==> src/common/dea_pkg.sv <==
// Overview of operation
// Array holds 64 bytes at 00H-3FH
// One byte per access via three registers
// Control sits at 40H, sector 1 only
// Address register six bits, top reads zero
// Bit 3 store enable, bits 7-4 zero
// Store go starts programming, self-clears
// Store go ignored without prior enable
// Bit 1 fetch enable gates reads
// Fetch go starts read, self-clears
// Fetch go ignored without prior enable
// Software never sets both go bits
// Fetched byte held in data register
// Software loads, enables, then goes
// Software masks interrupts around store start
// Async timer completion synchronised first
// Store end: go clears, interrupt raised
// Control, address, data reset to zero
// Pointer high bytes reset to zero
// Done flag set, auto-cleared, enable-gated
// No sleep until access completes
// Read completes in fixed short cycles
package dea_pkg;

    // Array geometry
    localparam int unsigned ARRAY_DEPTH     = 64;
    localparam int unsigned ADDR_W          = 6;
    localparam int unsigned DATA_W          = 8;

    // Sector 0 register offsets on the special function register bus
    localparam logic [7:0]  OFS_ADDRESS     = 8'h20;
    localparam logic [7:0]  OFS_DATA        = 8'h21;
    localparam logic [7:0]  OFS_PTR1_LOW    = 8'h03;
    localparam logic [7:0]  OFS_PTR1_HIGH   = 8'h04;
    localparam logic [7:0]  OFS_PTR2_LOW    = 8'h05;
    localparam logic [7:0]  OFS_PTR2_HIGH   = 8'h06;
    localparam logic [7:0]  OFS_IND_PORT1   = 8'h01;
    localparam logic [7:0]  OFS_IND_PORT2   = 8'h02;

    // Pointer value that selects the control register in sector 1
    localparam logic [7:0]  CTRL_PTR_LOW    = 8'h40;
    localparam logic [7:0]  CTRL_PTR_HIGH   = 8'h01;

    // Control register field positions
    localparam int unsigned BIT_STORE_EN    = 3;
    localparam int unsigned BIT_STORE_GO    = 2;
    localparam int unsigned BIT_FETCH_EN    = 1;
    localparam int unsigned BIT_FETCH_GO    = 0;

    // Values after reset
    localparam logic [7:0]  RST_BYTE        = 8'h00;
    localparam logic [5:0]  RST_ADDR        = 6'h00;
    localparam logic        RST_BIT         = 1'b0;

    // Read cycle length in system clocks
    localparam logic [1:0]  FETCH_CYCLES    = 2'h2;

    // Sequencer states
    typedef enum logic [1:0] {
        DEA_IDLE,
        DEA_FETCH,
        DEA_STORE
    } dea_state_t;

endpackage : dea_pkg

==> src/logic/dea_sync.sv <==
`timescale 1ns/1ps
// Two-stage synchroniser for a level from outside the clock domain
module dea_sync (
    input  wire logic clk,
    input  wire logic rstn,
    input  wire logic async_in,
    output logic      sync_out
);
    import dea_pkg::*;

    // Both stages in one state word
    typedef struct packed {
        logic s1;   // Metastability catcher, read only by s2
        logic s2;   // Safe level
    } dea_sync_st_t;

    dea_sync_st_t st_r;     // Registered state
    dea_sync_st_t st_nxt;   // Next state

    // Shift the level through both stages
    always_comb begin
        st_nxt.s1 = async_in;
        st_nxt.s2 = st_r.s1;
        if (!rstn) begin
            st_nxt.s1 = RST_BIT;
            st_nxt.s2 = RST_BIT;
        end
    end

    // State register
    always_ff @(posedge clk) begin
        st_r <= st_nxt;
    end

    assign sync_out = st_r.s2;

endmodule : dea_sync

==> src/logic/dea_array.sv <==
`timescale 1ns/1ps
// Byte array: one write port, one registered read port
module dea_array (
    input  wire logic        clk,
    input  wire logic        wr_en,
    input  wire logic [5:0]  wr_addr,
    input  wire logic [7:0]  wr_data,
    input  wire logic [5:0]  rd_addr,
    output logic      [7:0]  rd_data
);
    import dea_pkg::*;

    // Contents and read latch; no reset since the array is non-volatile
    typedef struct packed {
        logic [ARRAY_DEPTH-1:0][DATA_W-1:0] mem;    // 64 bytes R1
        logic [DATA_W-1:0]                  rdata;  // Read latch
    } dea_array_st_t;

    dea_array_st_t st_r;    // Registered state
    dea_array_st_t st_nxt;  // Next state

    // Write one byte when enabled, read one byte every cycle
    always_comb begin
        st_nxt       = st_r;
        st_nxt.rdata = st_r.mem[rd_addr];
        if (wr_en) begin
            st_nxt.mem[wr_addr] = wr_data;
        end
    end

    // State register
    always_ff @(posedge clk) begin
        st_r <= st_nxt;
    end

    assign rd_data = st_r.rdata;

endmodule : dea_array

==> src/logic/dea_ctrl.sv <==
`timescale 1ns/1ps
// Data array access controller behind the special function register bus
module dea_ctrl (
    input  wire logic        clk,
    input  wire logic        rstn,
    input  wire logic [7:0]  sfr_addr,
    input  wire logic        sfr_wr,
    input  wire logic        sfr_rd,
    input  wire logic [7:0]  sfr_wdata,
    output logic      [7:0]  sfr_rdata,
    output logic             prog_timer_run,
    input  wire logic        prog_timer_done,
    input  wire logic        nvm_done_irq_enable,
    input  wire logic        irq_ack,
    output logic             nvm_done_flag,
    output logic             nvm_irq_req
);
    import dea_pkg::*;

    // Whole controller state
    typedef struct packed {
        dea_state_t  state;       // Sequencer
        logic [5:0]  address;     // Array address, six bits only
        logic [7:0]  data;        // Data register
        logic        store_en;    // Control bit 3
        logic        store_go;    // Control bit 2
        logic        fetch_en;    // Control bit 1
        logic        fetch_go;    // Control bit 0
        logic [7:0]  p1_low;      // Pointer 1 low byte
        logic [7:0]  p1_high;     // Pointer 1 high byte
        logic [7:0]  p2_low;      // Pointer 2 low byte
        logic [7:0]  p2_high;     // Pointer 2 high byte
        logic [1:0]  cnt;         // Read cycle counter
        logic [5:0]  prog_addr;   // Address latched at store start
        logic [7:0]  prog_data;   // Byte latched at store start
        logic        timer_run;   // Request to the programming timer
        logic        done_prev;   // Last synchronised timer done
        logic        flag;        // Store complete flag
        logic        irq;         // Gated interrupt request
        logic [7:0]  rdata;       // Bus read latch
        logic        arr_we;      // Array write strobe
    } dea_ctrl_st_t;

    dea_ctrl_st_t st_r;         // Registered state
    dea_ctrl_st_t st_nxt;       // Next state
    logic         done_sync;    // Timer done, synchronised
    logic         done_rise;    // Timer done edge
    logic [7:0]   arr_rdata;    // Array read data
    logic         hit1;         // Pointer 1 selects control
    logic         hit2;         // Pointer 2 selects control
    logic         ctrl_wr;      // Control register write
    logic         ctrl_rd;      // Control register read
    logic [7:0]   ctrl_val;     // Control register as read

    // Timer runs on its own oscillator, so its done level is synchronised
    dea_sync u_done_sync (
        .clk      (clk),
        .rstn     (rstn),
        .async_in (prog_timer_done),
        .sync_out (done_sync)
    );

    // Storage; reads always track the address register
    dea_array u_array (
        .clk     (clk),
        .wr_en   (st_r.arr_we),
        .wr_addr (st_r.prog_addr),
        .wr_data (st_r.prog_data),
        .rd_addr (st_r.address),
        .rd_data (arr_rdata)
    );

    // Control reachable only through a pointer aimed at sector 1, 40H
    always_comb begin
        hit1     = (st_r.p1_high == CTRL_PTR_HIGH) && (st_r.p1_low == CTRL_PTR_LOW);
        hit2     = (st_r.p2_high == CTRL_PTR_HIGH) && (st_r.p2_low == CTRL_PTR_LOW);
        ctrl_wr  = sfr_wr && (((sfr_addr == OFS_IND_PORT1) && hit1)
                            || ((sfr_addr == OFS_IND_PORT2) && hit2));
        ctrl_rd  = sfr_rd && (((sfr_addr == OFS_IND_PORT1) && hit1)
                            || ((sfr_addr == OFS_IND_PORT2) && hit2));
        ctrl_val = {4'h0, st_r.store_en, st_r.store_go, st_r.fetch_en, st_r.fetch_go};
        done_rise = done_sync && !st_r.done_prev;
    end

    // Next-state logic
    always_comb begin
        st_nxt           = st_r;
        st_nxt.arr_we    = 1'b0;
        st_nxt.done_prev = done_sync;

        // Direct sector 0 writes; one byte per access R2
        if (sfr_wr) begin
            case (sfr_addr)
                OFS_ADDRESS:   st_nxt.address = sfr_wdata[5:0];
                OFS_DATA:      st_nxt.data    = sfr_wdata;
                OFS_PTR1_LOW:  st_nxt.p1_low  = sfr_wdata;
                OFS_PTR1_HIGH: st_nxt.p1_high = sfr_wdata;
                OFS_PTR2_LOW:  st_nxt.p2_low  = sfr_wdata;
                OFS_PTR2_HIGH: st_nxt.p2_high = sfr_wdata;
                default: begin
                    // Other addresses belong to other blocks
                end
            endcase
        end

        // Indirect control write; go bits judged against the old enables
        if (ctrl_wr) begin
            st_nxt.store_en = sfr_wdata[BIT_STORE_EN];
            st_nxt.fetch_en = sfr_wdata[BIT_FETCH_EN];
            if (st_r.state == DEA_IDLE) begin
                // Store wins if software breaks the one-go-bit contract R11
                if (sfr_wdata[BIT_STORE_GO] && st_r.store_en) begin
                    st_nxt.store_go  = 1'b1;
                    st_nxt.timer_run = 1'b1;
                    st_nxt.prog_addr = st_r.address;
                    st_nxt.prog_data = st_r.data;
                    st_nxt.state     = DEA_STORE;
                end else if (sfr_wdata[BIT_FETCH_GO] && st_r.fetch_en) begin
                    st_nxt.fetch_go = 1'b1;
                    st_nxt.cnt      = FETCH_CYCLES - 2'h1;
                    st_nxt.state    = DEA_FETCH;
                end
            end
        end

        // Service clears the flag; a completion below overrides it
        if (irq_ack) begin
            st_nxt.flag = 1'b0;
        end

        // Sequencer
        case (st_r.state)
            DEA_IDLE: begin
                // Waiting for a go bit
            end
            DEA_FETCH: begin
                if (!st_r.fetch_en) begin
                    // Enable dropped mid-read: abandon, data untouched R8
                    st_nxt.fetch_go = 1'b0;
                    st_nxt.state    = DEA_IDLE;
                end else if (st_r.cnt == 2'h0) begin
                    st_nxt.data     = arr_rdata;
                    st_nxt.fetch_go = 1'b0;
                    st_nxt.state    = DEA_IDLE;
                end else begin
                    st_nxt.cnt = st_r.cnt - 2'h1;
                end
            end
            DEA_STORE: begin
                // Programming continues even if store enable is cleared late
                if (done_rise) begin
                    st_nxt.store_go  = 1'b0;
                    st_nxt.timer_run = 1'b0;
                    st_nxt.arr_we    = 1'b1;
                    st_nxt.flag      = 1'b1;
                    st_nxt.state     = DEA_IDLE;
                end
            end
            default: begin
                st_nxt.state = DEA_IDLE;
            end
        endcase

        // Request only reaches the core while its enable is set
        st_nxt.irq = st_nxt.flag && nvm_done_irq_enable;

        // Registered read data; unmapped addresses read zero
        if (sfr_rd) begin
            case (sfr_addr)
                OFS_ADDRESS:   st_nxt.rdata = {2'h0, st_r.address};
                OFS_DATA:      st_nxt.rdata = st_r.data;
                OFS_PTR1_LOW:  st_nxt.rdata = st_r.p1_low;
                OFS_PTR1_HIGH: st_nxt.rdata = st_r.p1_high;
                OFS_PTR2_LOW:  st_nxt.rdata = st_r.p2_low;
                OFS_PTR2_HIGH: st_nxt.rdata = st_r.p2_high;
                default:       st_nxt.rdata = ctrl_rd ? ctrl_val : RST_BYTE;
            endcase
        end

        // Synchronous reset; the array itself keeps its contents
        if (!rstn) begin
            st_nxt.state     = DEA_IDLE;
            st_nxt.address   = RST_ADDR;
            st_nxt.data      = RST_BYTE;
            st_nxt.store_en  = RST_BIT;
            st_nxt.store_go  = RST_BIT;
            st_nxt.fetch_en  = RST_BIT;
            st_nxt.fetch_go  = RST_BIT;
            st_nxt.p1_low    = RST_BYTE;
            st_nxt.p1_high   = RST_BYTE;
            st_nxt.p2_low    = RST_BYTE;
            st_nxt.p2_high   = RST_BYTE;
            st_nxt.cnt       = 2'h0;
            st_nxt.prog_addr = RST_ADDR;
            st_nxt.prog_data = RST_BYTE;
            st_nxt.timer_run = RST_BIT;
            st_nxt.done_prev = RST_BIT;
            st_nxt.flag      = RST_BIT;
            st_nxt.irq       = RST_BIT;
            st_nxt.rdata     = RST_BYTE;
            st_nxt.arr_we    = RST_BIT;
        end
    end

    // State register
    always_ff @(posedge clk) begin
        st_r <= st_nxt;
    end

    // Outputs straight from flip-flops
    assign sfr_rdata      = st_r.rdata;
    assign prog_timer_run = st_r.timer_run;
    assign nvm_done_flag  = st_r.flag;
    assign nvm_irq_req    = st_r.irq;
endmodule : dea_ctrl

==> config.mk <==
export PLATFORM = sky130hd
export DESIGN_NAME = dea_ctrl
export DESIGN_NICKNAME = d
export VERILOG_FILES = /design/src/common/dea_pkg.sv /design/src/logic/dea_sync.sv /design/src/logic/dea_array.sv /design/src/logic/dea_ctrl.sv
export SDC_FILE = /design/constraint.sdc
export NUM_CORES = 1
export LEC_CHECK = 0
export ABC_AREA = 1
export BUFFER_PORTS_ARGS = -buffer_cell sky130_fd_sc_hd__buf_2
export CAP_MARGIN = 15
export CORE_MARGIN = 2
export CORE_UTILIZATION = 40
export CTS_CLUSTER_DIAMETER = 80
export DETAILED_ROUTE_END_ITERATION = 12
export GPL_TIMING_DRIVEN = 0
export PLACE_DENSITY = 0.56
export SLEW_MARGIN = 10
export SYNTH_ARGS = -nofsm -noshare
export SYNTH_HDL_FRONTEND = slang
export SYNTH_SLANG_ARGS = --single-unit
==> constraint.sdc <==
create_clock -name clk -period 3.1 [get_ports clk]
set_clock_uncertainty 0.2 [all_clocks]
set_input_delay 0.31 -clock clk [delete_from_list [all_inputs] [get_ports clk]]
set_output_delay 0.31 -clock clk [all_outputs]
set_load 0.05 [all_outputs]
==> impl_metrics.toml, run 1 <==
[pwr]
seqPwrFrac_pct = 52.0
p_sw_share_pct = 20.43
powerDensity_nw_per_um2 = 586.0
intPower_mw = 13.28
ir_drop_mv = 0.4328
clockPowerShare_pct = 46.9
p_leak_nw = 10.51
p_sw_mw = 3.408
combPwrFrac_pct = 1.1

[placed_design]
place_congestion = 0.9793
pre_cts_slack_ns = 0.04656
io_buffers = 33
dp_hpwl_um = 57020

[timing]
rsz0062_at_grt = "yes"
layout_worst_path_cycle_share_pct = 101.2
timing.slew.headroom_pct = 18.38
hold_violations = 0
max_freq_mhz = 318.7
setup_slack_ns = -0.03802
drv_slew = 0
worst_pin_slew_ns = 1.220
finalCriticalPeriod_ns = 3.138
setup-violations-final = 8
setup_tns_ns = -0.2409

[cells_and_area]
fillers = 5762
drive_gt1_share_pct = 9.885
fin_nets = 2499
antenna_cells = 0
area_growth_pct = 15.02

[clock_network]
cts_buffers = 66
cts_tree = "done"
cts_sinks = 603
htreeDepth = 3
cts_buffer_depth = 3
clk_pin_slew_ns = 0.06
clkLatencyLatePin_ns = 0.62
cts_root_buf = "clkbuf_16"

[flow_run]
cap_violations = 0

[run_status]
outcome = "complete, but fails checks"
violations = "setup timing"

[drt]
wl_per_cell_um = 24.93
routed_via_density = 5.524
drt-initial-drc-count = 2325
finalWirelength_um = 82750
ant_nets = 0
via_count = 18330
drc = 0
first_pass_iters = 9

[die]
dieWidth_um = 252.8
initial_core_util_pct = 40.26
die-area_um2 = 63890
ios = 34
coreArea_um2 = 61480
dieHeight_um = 252.8
row_count = 91

[worst_hold_path]
min_to = "st_r[24]"
min_path_cells = 5
min_path_type = "input port to flop"
hold_start = "sfr_wr"

[global_route]
grt_max_degree = 66
grt_pass1_wl_um = 119300
antenna_found_initial = 0
grt_pass1_vias = 17280
grt_usage_pct = 26.17
overflow = 0

[logic_synthesis]
synth-main-ff-cell = "edfxtp_1"
yosys_warnings = 0
synth_nets = 2369
synth_seq_cells = 603
synth-edff-count = 512
synth_area_um2 = 24750
synth_area_leaders = "edfxtp_1, nand2_1, nand3_1"
seq_area_frac_synth_pct = 69.47
yosysTopAreaCell = "edfxtp_1"
synth.distinct_cells = 32
netlist.area_leader.share_pct = 62.11
syn_avg_cell_area_um2 = 10.55
syn_inst = 2346
async_flop_share_pct = 0

[worst_setup_path]
cp_data_required_time_ns = 3.13
startpoint_type = "flop"
reg2reg_depth = 4
max_stage_delay_ns = 1.03
crit_path_cell_trace = "clkbuf_1 > clkinv_1 > nand4_1 > nor2_1"
reg2reg_slack_ns = -0.04
cp-end-kind = "flop"
cp_max_fo = 9
path_class = "flop to flop"
path_delay_family = "simple AND/OR/NAND/NOR gates"
startpoint = "st_r[22]"
reg2reg_from = "st_r[22]"
arrival_ns = 3.16
slowest_stage = "nor2_1"
rr_endpoint = "u_array.st_r[430]"
path_buf_inv = 2
==> cells by family (layout without fill, tap and decap cells) <==
logic type      Yosys count  count (layout)  synth area share [%]
simple gates           1396            1396                 24.02
buf+inv                 222             405                 3.756
compound gates          125             125                 2.750
flops                   603             603                 69.47
==> registers in the layout, indices dropped and copies added, names as in the netlist <==
register,flops
prog_timer_run,1
sfr_rdata,8
st_r,66
u_done_sync.sync_out,1
u_array.st_r,512
nvm_irq_req,1
ctrl_val,4
nvm_done_flag,1
u_done_sync.st_r,1
u_array.rd_data,8
==> worst max-delay path by stage <==
stage                              to  slack, ns  depth (start not counted)
finish              u_array.st_r[430]      -0.04                          4
global route        u_array.st_r[430]      -0.02                          4
CTS                 u_array.st_r[473]       0.02                          4
detailed placement  u_array.st_r[308]       0.05                          4
global placement    u_array.st_r[142]      -0.16                          3
floorplan           u_array.st_r[144]       0.78                          3
==> power groups by stage <==
stage | clock network [mW] | registers [mW] | logic (mW)
after floorplan | 0 | 8.85 | 0.0929
after global placement | 0 | 8.85 | 0.168
after detailed placement | 0 | 8.84 | 0.169
after CTS | 7.92 | 8.67 | 0.182
after global routing | 8.22 | 8.67 | 0.198
final | 7.83 | 8.67 | 0.186
==> cell usage after synthesis, drive strengths merged, types with 3 or more instances <==
library cell	count
o211ai	6
nor3	3
a21oi	53
clkinv	6
a211oi	8
clkbuf	61
nand3	464
buf	82
edfxtp	512
nor4	9
nor2	151
nand2	753
inv	73
o21ai	54
nand4	14
dfxtp	91
==> worst register-to-register path: stages, from the launching register on <==
cell      delay, ns
dfxtp_1        0.30
clkbuf_1       0.23
clkinv_1       0.27
nand4_1        0.73
nor2_1         1.04
==> routing by layer <==
layer | part of all wire, % | up-vias | GRT usage, %
li1 | - | 8359 | -
met4 | 4.4 | 0 | 10.84
met5 | 0 | - | 0
met2 | 45 | 897 | 40.17
met1 | 42 | 8905 | 37.23
met3 | 8.6 | 173 | 3.903
==> layout make-up <==
cell class / count / area [µm²] / area share [%]
sequential: 603 / 17230 / 60.50
multi-input combinational: 1521 / 6703 / 23.54
clock buffer: 81 / 1752 / 6.152
tap: 790 / 988.4 / 3.472
buffer: 143 / 634.4 / 2.228
timing repair buffer: 62 / 479.2 / 1.683
clock inverter: 40 / 392.9 / 1.380
inverter: 79 / 296.5 / 1.041
==> placed cells by master (no fill, tap or decap), drive strengths merged, types with 2 or more instances in the layout <==
cell type,count
nor4,9
a211oi,8
dlygate4sd3,14
buf,129
bufinv,6
dfxtp,91
inv,77
edfxtp,512
a21oi,53
nor3,3
clkinv,35
nand3,464
nand4,14
a31oi,2
nand2,753
o211ai,6
o21ai,54
clkbuf,143
nor2,151
==> stage by stage <==
step           cell area [µm²]  utilization [%]  total power [mW]  hold WS, ns  instances
5_1_grt                  28470            46.31             17.09      0.04783       3319
6_report                 28470            46.31             16.68      0.04918       3319
3_3_place_gp             25910            42.14             9.018       0.2073       3169
3_5_place_dp             26140            42.52             9.012       0.2094       3181
4_1_cts                  28420            46.23             16.77     0.007625       3316
2_1_floorplan            24750                -             8.942       0.1905       2346
==> repair_timing <==
item,in CTS,in global routing
gates resized for setup,0,10
buffers inserted,0,0
setup endpoints to repair,0,60
hold buffers,14,0
endpoints found under the hold margin,47,0
Note: power is estimated with default switching activity, not from simulation.
==> run 2: changes to the inputs <==
ABC_AREA = not set   (was 1)
CAP_MARGIN = 5   (was 15)
clock period = 4.03 ns   (was 3.1 ns; I/O delays follow)
==> run 2 against run 1 <==
  * The flow now finishes without violations
  * Setup slack gained 0.88 ns
  * Global-route usage decreased by 6.6 points
  * Sequential power down 23%
  * Critical path depth is 4 higher
  * Count of clock-buffer cells in the layout is 1 higher
  * Synthesized area fell by 3.2%
  * Wire length decreased by 26%
  * Power down 26%
  * Design area down 4.0%
  * Final cell count is 31% lower
==> impl_metrics.toml, run 2 <==
[pwr]
p_total_mw = 12.29
powerDensity_nw_per_um2 = 449.9
ir_drop_mv = 0.3589
p_leak_nw = 7.247

[timing]
timing.slew.headroom_pct = 26.47
hold_violations = 0
setup_tns_ns = 0
finalCriticalPeriod_ns = 3.191
layout_worst_path_cycle_share_pct = 79.17
worst_pin_slew_ns = 1.103
max_freq_mhz = 313.4
rsz0062_at_grt = "no"
setup-violations-final = 0
drv_slew = 0

[clock_network]
clk_pin_slew_ns = 0.07
cts_buffers = 61
cts_tree = "done"
postCtsSetupBuffers = 0
htreeDepth = 2
cts_sinks = 603
clkLatencyLatePin_ns = 0.63
cts_buffer_depth = 3
cts_root_buf = "clkbuf_16"

[global_route]
grt_pass1_vias = 12890
grt_usage_pct = 19.56
grt_max_degree = 66
overflow = 0
grt_pass1_wl_um = 88510
antenna_found_initial = 0

[logic_synthesis]
yosysTopAreaCell = "edfxtp_1"
synth_most_common_cell = "edfxtp_1"
synth-xor-area-share_pct = 0.03655
synth_area_leaders = "edfxtp_1, mux4_2, dfxtp_1"
syn_inst = 1354
async_flop_share_pct = 0
synthMuxAreaShare_pct = 15.92
synth-edff-count = 512
synth_area_um2 = 23960
yosys_warnings = 0
synth_top_family_by_area = "multiplexers"
synth_fa_ha_area_share_pct = 0
synth-compound-area-share_pct = 4.157
seq_area_frac_synth_pct = 71.77
synth-simple-area-share_pct = 5.948
synth_nets = 1377
netlist.area_leader.share_pct = 64.17
synth-main-ff-cell = "edfxtp_1"
synth_seq_cells = 603
ys_top_cells_by_count = "edfxtp_1, mux4_2, nor2_1"
synth.distinct_cells = 63
syn_avg_cell_area_um2 = 17.70

[cells_and_area]
fin_nets = 1491
final_util_pct = 46.22
regArea_um2 = 17210
multi_input_area_um2 = 6254
final_common_cell = "edfxtp_1"
top_regs = "u_array.st_r (512), st_r (66)"
mostFrequentLayoutCells = "edfxtp_1, mux4_2, nor2_1"
fin_cells = 2292
area_growth_pct = 14.05
regMostFlops = "u_array.st_r"
design_area_um2 = 27330
drive_gt1_share_pct = 21.40
largest_register_ffs = 512
antenna_cells = 0
fillers = 5067

[drt]
drt-initial-drc-count = 1340
ant_nets = 0
finalWirelength_um = 60880
wl_per_cell_um = 26.56
first_pass_iters = 6
routed_via_density = 5.610
via_count = 12860
drc = 0

[die]
dieWidth_um = 248.7
ios = 34
die-area_um2 = 61870
coreArea_um2 = 59130
initial_core_util_pct = 40.52
row_count = 89
dieHeight_um = 248.7

[flow_run]
cap_violations = 0

[placed_design]
place_congestion = 0.8441
dp_hpwl_um = 39510
placed_cells = 2165
io_buffers = 30
place_area_um2 = 25260

[run_status]
outcome = "finished clean"

[worst_setup_path]
cp-end-kind = "flop"
path_class = "flop to flop"
startpoint_type = "flop"
cp_max_fo = 10
arrival_ns = 3.48
cp_data_required_time_ns = 4.32

[worst_hold_path]
min_path_type = "input port to flop"
==> run 2: final timing paths <==
check	start	end	slack, ns	cells past startpoint
worst min-delay path	sfr_wr	st_r[15]	0.05	3
worst min register to register	prog_timer_run	prog_timer_run	0.25	2
worst max-delay path	st_r[74]	u_array.rd_data[2]	0.84	8
worst max register to register	st_r[74]	u_array.rd_data[2]	0.84	8
==> run 2: cell type report <==
class / count / share of cell area (%)
Buffer: 85 / 1.754
Clock buffer: 82 / 6.067
Clock inverter: 32 / 1.039
Inverter: 11 / 0.1511
Multi-Input combinational cell: 655 / 22.88
Sequential cell: 603 / 62.97
Tap cell: 773 / 3.539
Timing Repair Buffer: 51 / 1.593
==> run 2: what timing repair did <==
item,4_1_cts,5_1_grt
hold endpoints to repair,51,0
hold buffers,13,0
resized for setup,0,0
endpoints found under the setup margin,0,0
==> run 2: cell families after synthesis <==
group | Yosys count
xor+xnor | 1
buf+inv | 96
mux | 216
flops | 603
compound gates | 145
simple gates | 293
==> run 2: critical path: stages, from the launching register on <==
cell      delay, ns
dfxtp_1        0.32
buf_4          0.21
buf_2          0.37
clkbuf_1       0.84
mux4_2         0.43
mux2i_1        0.22
a21oi_1        0.19
o21ai_1        0.14
o31ai_1        0.10
==> run 2: metrics by stage <==
step           setup slack, ns  hold WS [ns]
4_1_cts                 0.8575       0.01301
6_report                0.8394       0.04987
2_1_floorplan            1.791        0.2119
5_1_grt                 0.6687       0.04196
3_3_place_gp            0.7960        0.2292
3_5_place_dp            0.8056        0.2236
==> run 2: where the power goes <==
part | total, mW | switching (mW) | internal (mW)
clock network | 5.49 | 2.41 | 3.09
registers | 6.67 | 0.00253 | 6.67
logic | 0.126 | 0.0852 | 0.0403
==> run 2: per-layer routing <==
layer	track usage [%]	wire length, µm
met3	3.312	3983
met1	27.07	26220
met4	6.892	2030
met2	31.44	28650
met5	0	0
==> run 3: changes to the inputs <==
ABC_AREA = 1   (was not set)
PLACE_DENSITY = 0.58   (was 0.56)
clock period = 2.6 ns   (was 4.03 ns; I/O delays follow)
==> run 3 against run 2 <==
  * Register-to-register slack got worse by 0.80 ns
  * Hold slack got worse by 0.035 ns
  * Utilization up 0.58 points
  * Largest cell class unchanged
  * Count of clock-buffer cells in the layout is 17 lower
  * Power grew 59%
  * Flip-flop and latch count did not move
  * Clock power increased by 62%
  * Highest routed layer is now met5
  * Largest power group unchanged
  * Wire length rose by 37%
==> impl_metrics.toml, run 3 (synthesized netlist as in run 1, its figures left out) <==
[worst_setup_path]
cp_data_required_time_ns = 2.94
path_class = "flop to flop"
arrival_ns = 2.90
max_stage_delay_ns = 0.51
crit_path_cell_trace = "clkinvlp_4 > clkdlybuf4s15_2 > nand3_1 > nand2_1 > nand2_1 > nand3_1 > nand3_1 > nand2_1"
startpoint_type = "flop"
reg2reg_slack_ns = 0.04
slowest_stage = "dfxtp_1"
path_delay_family = "simple AND/OR/NAND/NOR gates"
cp_max_fo = 11
path_buf_inv = 2
cp-end-kind = "flop"

[cells_and_area]
design_area_um2 = 28770
fin_cells = 3319
regMostFlops = "u_array.st_r"
mostFrequentLayoutCells = "nand2_1, edfxtp_1, nand3_1"
drive_gt1_share_pct = 13.29
final_common_cell = "nand2_1"
largest_register_ffs = 512
top_regs = "u_array.st_r (512), st_r (66)"
fin_nets = 2508
final_util_pct = 46.80
area_growth_pct = 16.24
antenna_cells = 0

[drt]
routed_via_density = 5.578
via_count = 18510
first_pass_iters = 5
wl_per_cell_um = 25.08
finalWirelength_um = 83250
ant_nets = 0
drc = 0
drt-initial-drc-count = 2250

[clock_network]
clk_pin_slew_ns = 0.07
clkLatencyLatePin_ns = 0.66
htreeDepth = 2
cts_buffer_depth = 3
cts_sinks = 603
cts_buffers = 61
cts_root_buf = "clkbuf_16"
cts_tree = "done"

[pwr]
intPower_mw = 15.49
ir_drop_mv = 0.5199
seqPwrFrac_pct = 53.0
powerDensity_nw_per_um2 = 677.2
clockPowerShare_pct = 45.8
p_leak_nw = 10.64
combPwrFrac_pct = 1.2
p_sw_share_pct = 20.52
p_sw_mw = 3.998

[global_route]
grt_max_degree = 66
grt_pass1_wl_um = 118600
grt_usage_pct = 26.02
grt_pass1_vias = 17100
antenna_found_initial = 3
overflow = 0

[timing]
drv_slew = 0
worst_pin_slew_ns = 0.9532
finalCriticalPeriod_ns = 2.558
whs_ns = 0.01458
hold_violations = 0
setup-violations-final = 0
timing.slew.headroom_pct = 36.28
setup_tns_ns = 0
max_freq_mhz = 390.9
layout_worst_path_cycle_share_pct = 98.38

[run_status]
outcome = "finished clean"

[flow_run]
cap_violations = 0

[placed_design]
io_buffers = 33
place_congestion = 0.9768
dp_hpwl_um = 56420
place_area_um2 = 26090
placed_cells = 3179

[die]
initial_core_util_pct = 40.26
dieHeight_um = 252.8
die-area_um2 = 63890
row_count = 91
dieWidth_um = 252.8
ios = 34
coreArea_um2 = 61480

[worst_hold_path]
min_path_type = "input port to flop"
[run 3: cell count changes in the layout (fill, tap and decap cells not counted), moves of 19 or more]
cell      change
mux4_2      -120
nor2_2       +41
clkbuf_1     -25
nand3_1     +432
inv_1        +59
mux2i_1      -72
buf_2        +37
a21oi_1      +21
o21ai_0      +25
clkbuf_2     +38
nand2_1     +674
nor2_1       -19
[run 3: repair_timing]
item / CTS / global route
buffers inserted: 7 / 8
hold buffers: 22 / 0
endpoints found under the hold margin: 64 / 0
setup endpoints to repair: 452 / 283
resized for setup: 81 / 61
pin swaps: 1 / 4
[run 3: metal layers]
metal | GRT usage [%] | wire, µm | vias up | share of wire (%)
met1 | 36.59 | 35040 | 9066 | 42
li1 | - | - | 8369 | -
met3 | 5.283 | 7949 | 172 | 9.5
met2 | 39.62 | 36790 | 902 | 44
met5 | 0 | 23 | - | 0.028
met4 | 10.28 | 3453 | 4 | 4.1
[run 3: final cells by class]
type	instances	area, µm²
Fill cell	5606	32710
Multi-Input combinational cell	1521	6892
Inverter	79	307.8
Tap cell	790	988.4
Clock inverter	42	467.9
Sequential cell	603	17230
Buffer	139	716.9
Clock buffer	65	1541
Timing Repair Buffer	80	633.1
[run 3: metrics by stage]
stage | power (mW) | setup slack (ns)
finish | 19.49 | 0.04209
CTS | 19.53 | -0.2123
detailed placement | 10.74 | -0.4602
global route | 19.92 | -0.02288
global placement | 10.75 | -0.8154
floorplan | 10.66 | 0.2754
[run 3: path summary, 6_finish.rpt]
| kind | endpoint | from | cells after the start |
|---|---|---|---|
| min | sfr_rdata[6] | sfr_addr[5] | 7 |
| max reg2reg | u_array.rd_data[4] | st_r[75] | 8 |
| max | u_array.rd_data[4] | st_r[75] | 8 |
| min reg2reg | u_done_sync.sync_out | u_done_sync.st_r[1] | 2 |
[run 3: worst min-delay path, cell delays in order]
cell and delay [ns]:
buf_2 0.10, nand3_1 0.15, nor2_4 0.10, nand2_1 0.06
nand2_1 0.05, nand2_1 0.05, a21oi_1 0.05
[run 3: power by group through the flow]
stage                     logic (mW)  clock network, mW  registers, mW
after floorplan                0.111                  0           10.6
after global placement         0.197                  0           10.6
after detailed placement       0.198                  0           10.5
after CTS                      0.223               8.97           10.3
after global routing           0.244               9.34           10.3
final                          0.227               8.92           10.3
